===== src/logic/wsf_pkg.sv =====
// wake-source flag logic: constants, field positions and carrier types
// assumes a 40 MHz mclk_i and a byte-wide processor register port
package wsf_pkg;
  localparam logic [15:0] ADDR_RESET_CAUSE = 16'h28B0;
  localparam logic [15:0] ADDR_WAKE_CAUSE = 16'h28B1;
  localparam logic [15:0] ADDR_MODE_ARM = 16'h28B2;
  localparam logic [15:0] ADDR_WAKE_EN = 16'h28B3;
  localparam logic [15:0] ADDR_TIMER_VALUE = 16'h2880;
  // reset-cause bits
  localparam int RC_COLD = 7;
  localparam int RC_PIN = 6;
  localparam int RC_SOFT = 5;
  localparam int RC_WDOG = 4;
  localparam int RC_DEBUG = 3;
  localparam int RC_BATT = 2;
  // wake-cause bits
  localparam int WC_TIMER = 5;
  localparam int WC_SERIAL = 4;
  localparam int WC_BUTTON = 3;
  localparam int WC_PIN4 = 2;
  localparam int WC_PIN52 = 1;
  localparam int WC_PIN55 = 0;
  // mode-control bits
  localparam int MC_SLEEP = 7;
  localparam int MC_DISPLAY = 6;
  localparam int MC_ARM = 5;
  // enable bits
  localparam int EN_SERIAL = 4;
  localparam int EN_BUTTON = 3;
  localparam int EN_PIN4 = 2;
  localparam int EN_PIN52 = 1;
  localparam int EN_PIN55 = 0;
  localparam logic [7:0] RST_ENABLES = 8'h00;
  localparam logic [7:0] RST_MODE = 8'h00;
  localparam logic [7:0] RST_TIMER_VALUE = 8'h00;
  // timing
  localparam int CLK_HZ = 40_000_000;
  localparam int SAMPLE_MS = 2;
  localparam int DEBOUNCE_MS = 64;
  localparam int SAMPLE_CYCLES = CLK_HZ / 1000 * SAMPLE_MS;
  localparam int DEBOUNCE_SAMPLES = DEBOUNCE_MS / SAMPLE_MS;
  localparam int SLOW_HZ = 32768;
  localparam int SLOW_CYCLES = CLK_HZ / SLOW_HZ;
  localparam int SEC_CYCLES = CLK_HZ;
  localparam int RELEASE_SLOW_TICKS = 3;
  localparam int RELEASE_CYCLES = RELEASE_SLOW_TICKS * SLOW_CYCLES;

  typedef struct packed {
    logic cold_start;
    logic reset_pin;
    logic soft_reset;
    logic watchdog;
    logic debug_reset;
    logic low_battery;
  } wsf_reset_src_type;

  typedef struct packed {
    logic multi_pin_4;
    logic multi_pin_52;
    logic multi_pin_55;
    logic pushbutton_input;
    logic serial_receive;
    logic optical_receive_input;
  } wsf_pins_type;

  typedef struct packed {
    logic pin4_digital_in;
    logic pin52_digital_in;
    logic pin55_digital_in;
    logic optical_receive_disable;
  } wsf_pin_cfg_type;
endpackage : wsf_pkg


===== src/logic/wsf_top.sv =====
// wake-source enables, wake/reset cause flags, debounce, wake timer, resume
// assumes inputs synchronous to mclk_i and reset-source pulses one cycle wide
`timescale 1ns/1ps
module wsf_top (
  input wire logic mclk_i,
  input wire logic reset_n_i,
  input wire logic [15:0] addr_i,
  input wire logic wr_i,
  input wire logic rd_i,
  input wire logic [7:0] wdata_i,
  output logic [7:0] rdata_o,
  input wire wsf_pkg::wsf_reset_src_type reset_src_i,
  input wire logic debug_port_enable_pin_i,
  input wire wsf_pkg::wsf_pins_type pins_i,
  input wire wsf_pkg::wsf_pin_cfg_type pin_cfg_i,
  output logic resume_o,
  output logic cpu_release_o,
  output logic low_power_o
);
  import wsf_pkg::*;

  typedef enum logic [1:0] {ST_AWAKE, ST_ASLEEP, ST_RELEASING} wsf_state_type;

  function automatic logic [4:0] step5(input logic [4:0] v);
    step5 = v + 5'h01;
  endfunction : step5

  logic [7:0] enables_ff;
  logic arm_ff;
  logic [7:0] timer_value_ff;
  logic [5:0] reset_flags_ff;
  logic [5:0] wake_flags_ff;
  logic resume_ff;
  wsf_state_type state_ff;
  logic [7:0] rdata_ff;
  logic [16:0] sample_cnt_ff;
  logic [4:0] db52_ff;
  logic [4:0] db55_ff;
  logic [4:0] db_btn_ff;
  logic hi52_ff;
  logic hi55_ff;
  logic hi_btn_ff;
  logic pin4_prev_ff;
  logic serial_prev_ff;
  logic optical_prev_ff;
  logic [7:0] timer_secs_ff;
  logic [25:0] sec_cnt_ff;
  logic timer_run_ff;
  logic [11:0] release_cnt_ff;

  logic wr_mode;
  logic sleep_req;
  logic sample_tick;
  logic ev_pin4;
  logic ev_pin52;
  logic ev_pin55;
  logic ev_button;
  logic ev_serial;
  logic ev_timer;
  logic any_wake;
  logic resume_fall;
  logic dbg_rst;

  assign wr_mode = wr_i && (addr_i == ADDR_MODE_ARM);
  assign sleep_req = wr_mode && (wdata_i[MC_SLEEP] || wdata_i[MC_DISPLAY]);

  ////////////////////////////////////////////////////////////////////////////
  // registers

  always_ff @(posedge mclk_i) begin
    if (!reset_n_i) begin
      enables_ff <= RST_ENABLES;
    end else if (wr_i && addr_i == ADDR_WAKE_EN) begin
      enables_ff <= {3'h0, wdata_i[4:0]};
    end
  end

  // timer value would be non-volatile in silicon; here only reset restores it
  always_ff @(posedge mclk_i) begin
    if (!reset_n_i) begin
      timer_value_ff <= RST_TIMER_VALUE;
    end else if (wr_i && addr_i == ADDR_TIMER_VALUE) begin
      timer_value_ff <= wdata_i;
    end
  end

  always_ff @(posedge mclk_i) begin
    if (!reset_n_i) begin
      arm_ff <= RST_MODE[MC_ARM];
    end else if (wr_mode) begin
      arm_ff <= wdata_i[MC_ARM];
    end
  end

  always_ff @(posedge mclk_i) begin
    if (!reset_n_i) begin
      rdata_ff <= 8'h00;
    end else if (rd_i) begin
      case (addr_i)
        ADDR_RESET_CAUSE: rdata_ff <= {reset_flags_ff[5:1], reset_flags_ff[0], 2'b00};
        ADDR_WAKE_CAUSE: rdata_ff <= {2'b00, wake_flags_ff};
        ADDR_MODE_ARM: rdata_ff <= {2'b00, arm_ff, 5'h00};
        ADDR_WAKE_EN: rdata_ff <= enables_ff;
        ADDR_TIMER_VALUE: rdata_ff <= timer_value_ff;
        default: rdata_ff <= 8'h00;
      endcase
    end
  end
  assign rdata_o = rdata_ff;

  ////////////////////////////////////////////////////////////////////////////
  // debounce of level pins

  assign sample_tick = (sample_cnt_ff == 17'(SAMPLE_CYCLES - 1));

  always_ff @(posedge mclk_i) begin
    if (!reset_n_i || sample_tick) begin
      sample_cnt_ff <= 17'h00000;
    end else begin
      sample_cnt_ff <= sample_cnt_ff + 17'h00001;
    end
  end

  // one sample low restarts the count: a glitch costs a full 64 ms again
  always_ff @(posedge mclk_i) begin
    if (!reset_n_i) begin
      db52_ff <= 5'h00;
      db55_ff <= 5'h00;
      db_btn_ff <= 5'h00;
      hi52_ff <= 1'b0;
      hi55_ff <= 1'b0;
      hi_btn_ff <= 1'b0;
    end else if (sample_tick) begin
      db52_ff <= pins_i.multi_pin_52 ? step5(db52_ff) : 5'h00;
      db55_ff <= pins_i.multi_pin_55 ? step5(db55_ff) : 5'h00;
      db_btn_ff <= pins_i.pushbutton_input ? step5(db_btn_ff) : 5'h00;
      hi52_ff <= pins_i.multi_pin_52 && (hi52_ff || db52_ff == 5'(DEBOUNCE_SAMPLES - 1));
      hi55_ff <= pins_i.multi_pin_55 && (hi55_ff || db55_ff == 5'(DEBOUNCE_SAMPLES - 1));
      hi_btn_ff <= pins_i.pushbutton_input &&
                   (hi_btn_ff || db_btn_ff == 5'(DEBOUNCE_SAMPLES - 1));
    end
  end

  always_ff @(posedge mclk_i) begin
    if (!reset_n_i) begin
      pin4_prev_ff <= 1'b0;
      serial_prev_ff <= 1'b0;
      optical_prev_ff <= 1'b0;
    end else begin
      pin4_prev_ff <= pins_i.multi_pin_4;
      serial_prev_ff <= pins_i.serial_receive;
      optical_prev_ff <= pins_i.optical_receive_input;
    end
  end

  ////////////////////////////////////////////////////////////////////////////
  // wake events

  assign ev_pin4 = enables_ff[EN_PIN4] && pin_cfg_i.pin4_digital_in &&
                   pins_i.multi_pin_4 && !pin4_prev_ff;
  assign ev_pin52 = enables_ff[EN_PIN52] && pin_cfg_i.pin52_digital_in && hi52_ff;
  assign ev_pin55 = enables_ff[EN_PIN55] && (pin_cfg_i.optical_receive_disable ?
                    (pin_cfg_i.pin55_digital_in && hi55_ff) :
                    (pins_i.optical_receive_input != optical_prev_ff));
  assign ev_button = enables_ff[EN_BUTTON] && hi_btn_ff;
  // either edge taken: the wider reading never misses a rising edge
  assign ev_serial = enables_ff[EN_SERIAL] &&
                     (pins_i.serial_receive != serial_prev_ff);
  assign ev_timer = timer_run_ff && timer_secs_ff == 8'h00 &&
                    sec_cnt_ff == 26'(SEC_CYCLES - 1);
  assign any_wake = ev_pin4 || ev_pin52 || ev_pin55 || ev_button || ev_serial || ev_timer;
  assign resume_fall = resume_ff && sleep_req;

  ////////////////////////////////////////////////////////////////////////////
  // wake timer: counts value+1 seconds once armed and sleep requested

  always_ff @(posedge mclk_i) begin
    if (!reset_n_i) begin
      timer_run_ff <= 1'b0;
      timer_secs_ff <= 8'h00;
      sec_cnt_ff <= 26'h0000000;
    end else if (sleep_req && (arm_ff || wdata_i[MC_ARM])) begin
      timer_run_ff <= 1'b1;
      timer_secs_ff <= timer_value_ff;
      sec_cnt_ff <= 26'h0000000;
    end else if (timer_run_ff) begin
      if (sec_cnt_ff == 26'(SEC_CYCLES - 1)) begin
        sec_cnt_ff <= 26'h0000000;
        if (timer_secs_ff == 8'h00) begin
          timer_run_ff <= 1'b0;
        end else begin
          timer_secs_ff <= timer_secs_ff - 8'h01;
        end
      end else begin
        sec_cnt_ff <= sec_cnt_ff + 26'h0000001;
      end
    end
  end

  ////////////////////////////////////////////////////////////////////////////
  // resume and processor release

  always_ff @(posedge mclk_i) begin
    if (!reset_n_i) begin
      state_ff <= ST_AWAKE;
      resume_ff <= 1'b1;
      release_cnt_ff <= 12'h000;
    end else begin
      case (state_ff)
        ST_AWAKE: begin
          if (sleep_req) begin
            state_ff <= ST_ASLEEP;
            resume_ff <= 1'b0;
          end
        end
        ST_ASLEEP: begin
          if (any_wake) begin
            state_ff <= ST_RELEASING;
            resume_ff <= 1'b1;
            release_cnt_ff <= 12'h000;
          end
        end
        ST_RELEASING: begin
          // resume is already high here, so a sleep request must drop it too
          if (sleep_req) begin
            state_ff <= ST_ASLEEP;
            resume_ff <= 1'b0;
          end else if (release_cnt_ff == 12'(RELEASE_CYCLES - 1)) begin
            state_ff <= ST_AWAKE;
          end else begin
            release_cnt_ff <= release_cnt_ff + 12'h001;
          end
        end
        default: state_ff <= ST_AWAKE;
      endcase
    end
  end
  assign resume_o = resume_ff;
  assign cpu_release_o = (state_ff == ST_AWAKE);
  assign low_power_o = (state_ff == ST_ASLEEP);

  ////////////////////////////////////////////////////////////////////////////
  // wake-cause flags; a new event wins over the clear on resume falling

  always_ff @(posedge mclk_i) begin
    if (!reset_n_i) begin
      wake_flags_ff <= 6'h00;
    end else begin
      wake_flags_ff <= resume_fall ? 6'h00 : wake_flags_ff;
      if (ev_timer) wake_flags_ff[WC_TIMER] <= 1'b1;
      if (ev_serial) wake_flags_ff[WC_SERIAL] <= 1'b1;
      if (ev_button) wake_flags_ff[WC_BUTTON] <= 1'b1;
      if (!(enables_ff[EN_PIN4] && pin_cfg_i.pin4_digital_in)) begin
        wake_flags_ff[WC_PIN4] <= 1'b0;
      end else if (ev_pin4) begin
        wake_flags_ff[WC_PIN4] <= 1'b1;
      end
      if (!(enables_ff[EN_PIN52] && pin_cfg_i.pin52_digital_in)) begin
        wake_flags_ff[WC_PIN52] <= 1'b0;
      end else if (ev_pin52) begin
        wake_flags_ff[WC_PIN52] <= 1'b1;
      end
      if (!enables_ff[EN_PIN55]) begin
        wake_flags_ff[WC_PIN55] <= 1'b0;
      end else if (ev_pin55) begin
        wake_flags_ff[WC_PIN55] <= 1'b1;
      end
    end
  end

  ////////////////////////////////////////////////////////////////////////////
  // reset-cause flags, packed {cold,pin,soft,wdog,debug,batt}; survive reset_n_i

  assign dbg_rst = reset_src_i.debug_reset && debug_port_enable_pin_i;

  // a source pulse landing with resume falling still sets its flag
  always_ff @(posedge mclk_i) begin
    if (reset_src_i.cold_start) begin
      reset_flags_ff[5] <= 1'b1;
    end else if (resume_fall || reset_src_i.soft_reset || reset_src_i.watchdog ||
                 reset_src_i.low_battery || reset_src_i.reset_pin) begin
      reset_flags_ff[5] <= 1'b0;
    end
    if (reset_src_i.reset_pin) begin
      reset_flags_ff[4] <= 1'b1;
    end else if (resume_fall || reset_src_i.cold_start || reset_src_i.soft_reset ||
                 reset_src_i.watchdog || reset_src_i.low_battery) begin
      reset_flags_ff[4] <= 1'b0;
    end
    if (reset_src_i.soft_reset) begin
      reset_flags_ff[3] <= 1'b1;
    end else if (resume_fall || reset_src_i.cold_start || reset_src_i.watchdog ||
                 reset_src_i.low_battery || reset_src_i.reset_pin) begin
      reset_flags_ff[3] <= 1'b0;
    end
    if (reset_src_i.watchdog) begin
      reset_flags_ff[2] <= 1'b1;
    end else if (resume_fall || reset_src_i.cold_start || reset_src_i.soft_reset ||
                 reset_src_i.low_battery || reset_src_i.reset_pin) begin
      reset_flags_ff[2] <= 1'b0;
    end
    if (dbg_rst) begin
      reset_flags_ff[1] <= 1'b1;
    end else if (resume_fall || reset_src_i.cold_start || reset_src_i.reset_pin ||
                 reset_src_i.watchdog || reset_src_i.soft_reset) begin
      reset_flags_ff[1] <= 1'b0;
    end
    if (reset_src_i.low_battery) begin
      reset_flags_ff[0] <= 1'b1;
    end else if (resume_fall) begin
      reset_flags_ff[0] <= 1'b0;
    end
  end
endmodule : wsf_top


===== config.mk =====
export PLATFORM = sky130hd
export DESIGN_NAME = wsf_top
export DESIGN_NICKNAME = d
export VERILOG_FILES = /design/src/logic/wsf_pkg.sv /design/src/logic/wsf_top.sv
export SDC_FILE = /design/constraint.sdc
export NUM_CORES = 1
export LEC_CHECK = 0
export BUFFER_PORTS_ARGS = -buffer_cell sky130_fd_sc_hd__buf_2
export CAP_MARGIN = 20
export CELL_PAD_IN_SITES_DETAIL_PLACEMENT = 1
export CELL_PAD_IN_SITES_GLOBAL_PLACEMENT = 1
export CORE_ASPECT_RATIO = 2
export CORE_UTILIZATION = 46
export CTS_BUF_LIST = sky130_fd_sc_hd__clkbuf_2
export CTS_CLUSTER_DIAMETER = 60
export DETAILED_ROUTE_END_ITERATION = 8
export GPL_ROUTABILITY_DRIVEN = 0
export PLACE_DENSITY_LB_ADDON = 0.3
export SETUP_SLACK_MARGIN = 0.5
export SYNTH_ARGS = -nofsm -noshare
export SYNTH_HDL_FRONTEND = slang
export SYNTH_SLANG_ARGS = --single-unit
export TNS_END_PERCENT = 50

===== constraint.sdc =====
create_clock -name mclk_i -period 3.1 [get_ports mclk_i]
set_clock_uncertainty 0.05 [all_clocks]
set_input_delay 0.31 -clock mclk_i [delete_from_list [all_inputs] [get_ports mclk_i]]
set_output_delay 0.31 -clock mclk_i [all_outputs]
set_load 0.01 [all_outputs]

== After elaboration in Yosys (flattened, before gate mapping) ==
Index checks and enable logic that the tools add are counted.
Word-level totals
  register bits after elaboration: 122
  input bits: 45
  output and inout bits: 11
  word-level logic and storage cells: 166
Cells by class
  add/subtract/negate cells: 7
  equality and inequality tests: 22
  mux-type cells: 33
  bitwise operators: 1
  reduce and logical (&&, ||, !) cells: 71
Operators with widths (number)
  == test 16 x 14 -> 1 bit (second input constant): 5
  case mux 8 bit (5 select lines): 1
  2-to-1 mux 12 bit: 3
  2-to-1 mux 8 bit: 4
  logical OR 1 bit: 27
  adder 26 x 1 -> 26 bit (second input constant): 1
  == test 26 bit (second input constant): 1
  2-to-1 mux 26 bit: 1
  case mux 12 bit (2 select lines): 1
  logical AND 1 bit: 21
  nonzero test 2 bit: 10
  adder 17 x 1 -> 17 bit (second input constant): 1
  == test 17 bit (second input constant): 1
  adder 5 x 1 -> 5 bit (second input constant): 3
  == test 5 bit (second input constant): 3
  2-to-1 mux 5 bit: 3
  2-to-1 mux 1 bit: 13
  adder 12 x 1 -> 12 bit (second input constant): 1
  == test 12 bit (second input constant): 1
  AND reduction 3 bit: 3
  logical NOT 8 bit: 1
  2-to-1 mux 2 bit: 4
  inequality test 2 x 1 -> 1 bit (second input constant): 4
  subtractor 8 x 1 -> 8 bit (second input constant): 1
  other kinds (14): 20

== Logic depth before layout (Yosys ltp) ==
  depth in word-level cells: 10
  depth in mapped cells: 8

== Least setup slack after synthesis ==
OpenSTA, ideal clock, no wires.
  kind: reg-to-reg
  from: register sec_cnt_ff[10]
  to: register release_cnt_ff[1]
  arrival time: 2414 ps
  path slack: 564 ps
  cell stages (with the launch flop): 8
  path buffers: 2
  cell sequence: dfxtp_1 > or4_4 > or4_4 > buf_6 > or4_4 > a2bb2oi_4 > buf_6 > mux2i_1
On the way
  cells in the longest elaborated chain, start to end: 5
RTL lines
  start: declaration: RTL line wsf_top.sv:47  | logic [25:0] sec_cnt_ff;
  start signal: assignment: RTL line wsf_top.sv:195  | sec_cnt_ff <= sec_cnt_ff + 26'h0000001;
  == test 26 bit: RTL line wsf_top.sv:170  | sec_cnt_ff == 26'(SEC_CYCLES - 1);
  logical AND 1 bit: RTL line wsf_top.sv:169  | assign ev_timer = timer_run_ff && timer_secs_ff == 8'h00 &&
  logical OR 1 bit: RTL line wsf_top.sv:171  | assign any_wake = ev_pin4 || ev_pin52 || ev_pin55 || ev_button || ev_serial || ev_timer;
  inequality test 2 x 1 -> 1 bit (no line)
  AND reduction 4 bit (no line)
  end signal: assignment: RTL line wsf_top.sv:231  | release_cnt_ff <= release_cnt_ff + 12'h001;
  end: declaration: RTL line wsf_top.sv:49  | logic [11:0] release_cnt_ff;
Every way passes these cells.
A chain may end at the register's enable or synchronous reset.

== Worst setup path in the final report ==
Ends and elaborated chain as after synthesis.

==> flow_summary.toml <==
[place]
portBuffers = 55
place_area_sq_um = 6160
dp_hpwl_mm = 12.3
dp_slack_ns = 0.408

[layout]
final_core_util_pct = 55.5
fillers = 1491
multi_input_area_sq_um = 3130
layout-drive-gt1-share_pct = 17.1
fin_area_sq_um = 6770
area_growth_pct = 17.6
nNetsFinal = 820
seqCellArea_sq_um = 2450

[setup_path]
slowest_delay_ns = 0.58
cp.depth = 6
regToRegStartpoint = "sec_cnt_ff[10]"
endpoint_kind = "flip-flop"
crit_arrival_ns = 3.15
crit_end = "release_cnt_ff[1]"
cp.required_ns = 3.70
critical-path-slowest-cell = "or4_4"
reg2reg_slack_ns = 0.55
crit_family = "simple AND/OR/NAND/NOR gates"
worstSetupPathType = "reg -> reg"
cp_common_cell = "or4_4"
crit_start = "sec_cnt_ff[10]"
cp_cell_sequence = "or4_4 > or4_4 > or4_4 > a2bb2oi_4 > buf_12 > mux2i_1"
r2r_end = "release_cnt_ff[1]"
ff2ff_path_depth = 6
cp_max_fo = 10
startpoint_type = "flip-flop"
crit_buf_inv = 1

[logic_synthesis]
ys_top_cells_by_area = "dfxtp_1, nand2_1, nor2_1"
syn-num-nets = 732
netlist_instances = 676
ys_seq_area_share_pct = 42.5
synth-edff-count = 0
synthDistinctLibCells = 54
synth_top_cell_by_area = "dfxtp_1"
synthArstFlopShare_pct = 0
yosysTopAreaCellShare_pct = 42.5
ys_ff_latch = 122
syn_area_sq_um = 5750
avgSynthCellArea_sq_um = 8.51
ys.flop_type = "dfxtp_1"
yosys_warnings = 0

[floorplan]
ioPinCount = 56
core_area_sq_um = 12200
initial_core_util_pct = 47.2
row_count = 57
fp.dieH_um = 160
fp.dieW_um = 81.1
die-area_sq_um = 13000

[power]
total_power_mw = 2.78
p_leak_nw = 2.50
vdd_ir_drop_max_v = 0.000327
power.density_nw_per_um2 = 410

[routing]
routedWlPerCell_um = 19.4
ant_nets = 0
wl_mm = 18.0
via_per_inst = 5.98
dr.pass1.iters = 4
drt_iter0_markers = 197
vias = 5522
drc = 0

[worst_hold_path]
hold_start = "reset_n_i"
holdCritPathClass = "in -> reg"

[sta]
tightest_slew_ns = 0.528
maxSlewHeadroom_pct = 64.8
period_needed_ns = 2.55
setup_viol = 0
rsz0062_at_grt = "yes"
report.final.slew_viol_count = 0
setup_slack_ns = 0.548
clock.fmax_mhz = 392
tns_ns = 0
hold_violations = 0
post-route-period-util_pct = 82.3

[clock_network]
cts_buffers = 17
cts_buffer_depth = 2
cts_max_level = 4
root_buffer = "clkbuf_2"
clkTransAtPathRegs_ns = 0.18
cts_tree = "yes"
clk_latency_ns = 0.73
cts.sinks = 122

[global_routing]
grt_max_degree = 37
grt_usage_pct = 29.3
grt.overflow.total = 0
grt_pass1_vias = 6097
antenna_found_initial = 1
grt_pass1_wl_mm = 28.7

[flow_run]
cap_violations = 0

[outcome]
status = "finished clean"
==> what timing repair did <==
item | in CTS | in global routing
buffers inserted | 2 | 2
pin swaps | 1 | 3
hold buffers | 31 | 0
endpoints found under the setup margin | 13 | 30
cloned | 0 | 0
endpoints found under the hold margin | 52 | 0
resized for setup | 2 | 5
==> stage by stage <==
step | hold WS, ns | instances
after floorplan | 0.354 | 676
after global placement | 0.381 | 857
after detailed placement | 0.397 | 857
after CTS | 0.0130 | 921
after global routing | 0.0290 | 924
final | 0.0511 | 924
==> worst min-delay path: stages <==
cell and delay [ns]:
buf_2 0.09, inv_1 0.22, nor2_1 0.16
==> Yosys cell counts, types with 13 or more instances <==
cell type and number:
a21oi_1 48, nor2_1 76, clkbuf_1 22, and3_1 13, o21ai_0 24, xnor2_1 30
dfxtp_1 122, xor2_1 16, nand3_1 37, nand4_1 13, nand2_1 79, nor3_1 15
==> how the worst min path moves through the flow <==
stage / endpoint / slack [ns] / cells after the start
global placement: sample_cnt_ff[0] / 0.38 / 1
detailed placement: reset_flags_ff[0] / 0.40 / 2
CTS: enables_ff[0] / 0.01 / 3
finish: enables_ff[0] / 0.05 / 3
floorplan: reset_flags_ff[3] / 0.35 / 1
global route: enables_ff[0] / 0.03 / 3
==> state kept, by name (all words and copies together), names as in the netlist, 2 cells and up <==
register        count
rdata_o             8
release_cnt_ff     12
enables_ff          5
db55_ff             5
reset_flags_ff      6
state_ff            2
wake_flags_ff       6
db52_ff             5
timer_value_ff      8
sample_cnt_ff      17
sec_cnt_ff         26
db_btn_ff           5
timer_secs_ff       8
==> cells in the final DEF (no fill, tap or decap), types with 5 or more instances in the layout <==
cell,n
nand4_1,13
nor4_1,12
xnor2_1,30
o21ai_0,24
mux2i_1,9
a31oi_1,6
mux2_2,7
clkinvlp_4,5
o22ai_1,5
a311oi_1,8
nand4b_1,6
buf_4,15
clkbuf_2,17
and3_1,12
nand2_1,79
nand3b_1,6
nor2_1,76
a21oi_1,48
buf_2,55
a22oi_1,5
ha_1,11
dlygate4sd3_1,31
and4_1,8
nand3_1,37
dfxtp_1,118
and2_1,12
nor3_1,15
inv_1,12
xor2_1,16
nor2b_1,7
==> power breakdown <==
part	switching (mW)	internal (mW)	total, mW	leakage, nW
sequential	0.00974	1.58	1.59	0.988
clock	0.657	0.367	1.02	0.128
combinational	0.0881	0.0725	0.161	1.39
total	0.755	2.02	2.78	2.50
==> layout make-up <==
class	count	area share (%)
multi-input cells	509	46.3
flip-flops and latches	122	36.2
repair buffers	102	10.6
well taps	147	2.72
clock inverters	14	2.24
clock buffers	17	1.26
inverters	12	0.666
diodes	1	0.0370
==> cell families (layout without fill, tap and decap cells) <==
| group | after synthesis | in the layout | share of synthesized area (%) |
|---|---|---|---|
| AO/OA/AOI/OAI | 118 | 118 | 13.0 |
| XOR/XNOR | 46 | 46 | 7.00 |
| adder cells (fa/ha/maj) | 11 | 11 | 2.39 |
| buffers and inverters | 45 | 145 | 3.24 |
| flip-flops | 122 | 122 | 42.5 |
| multiplexers | 16 | 16 | 2.94 |
| other | 0 | 1 | 0 |
| AND/OR/NAND/NOR | 318 | 318 | 29.0 |
==> per-layer routing <==
metal	wire length [um]	part of all wire (%)	vias up	track usage [%]
met4	793	4.4	0	17.4
met3	549	3.1	64	6.80
met5	0	0	-	0
li1	-	-	2600	-
met1	6160	34	2720	25.4
met2	10500	58	138	56.7
(Power assumes the default switching activity.)
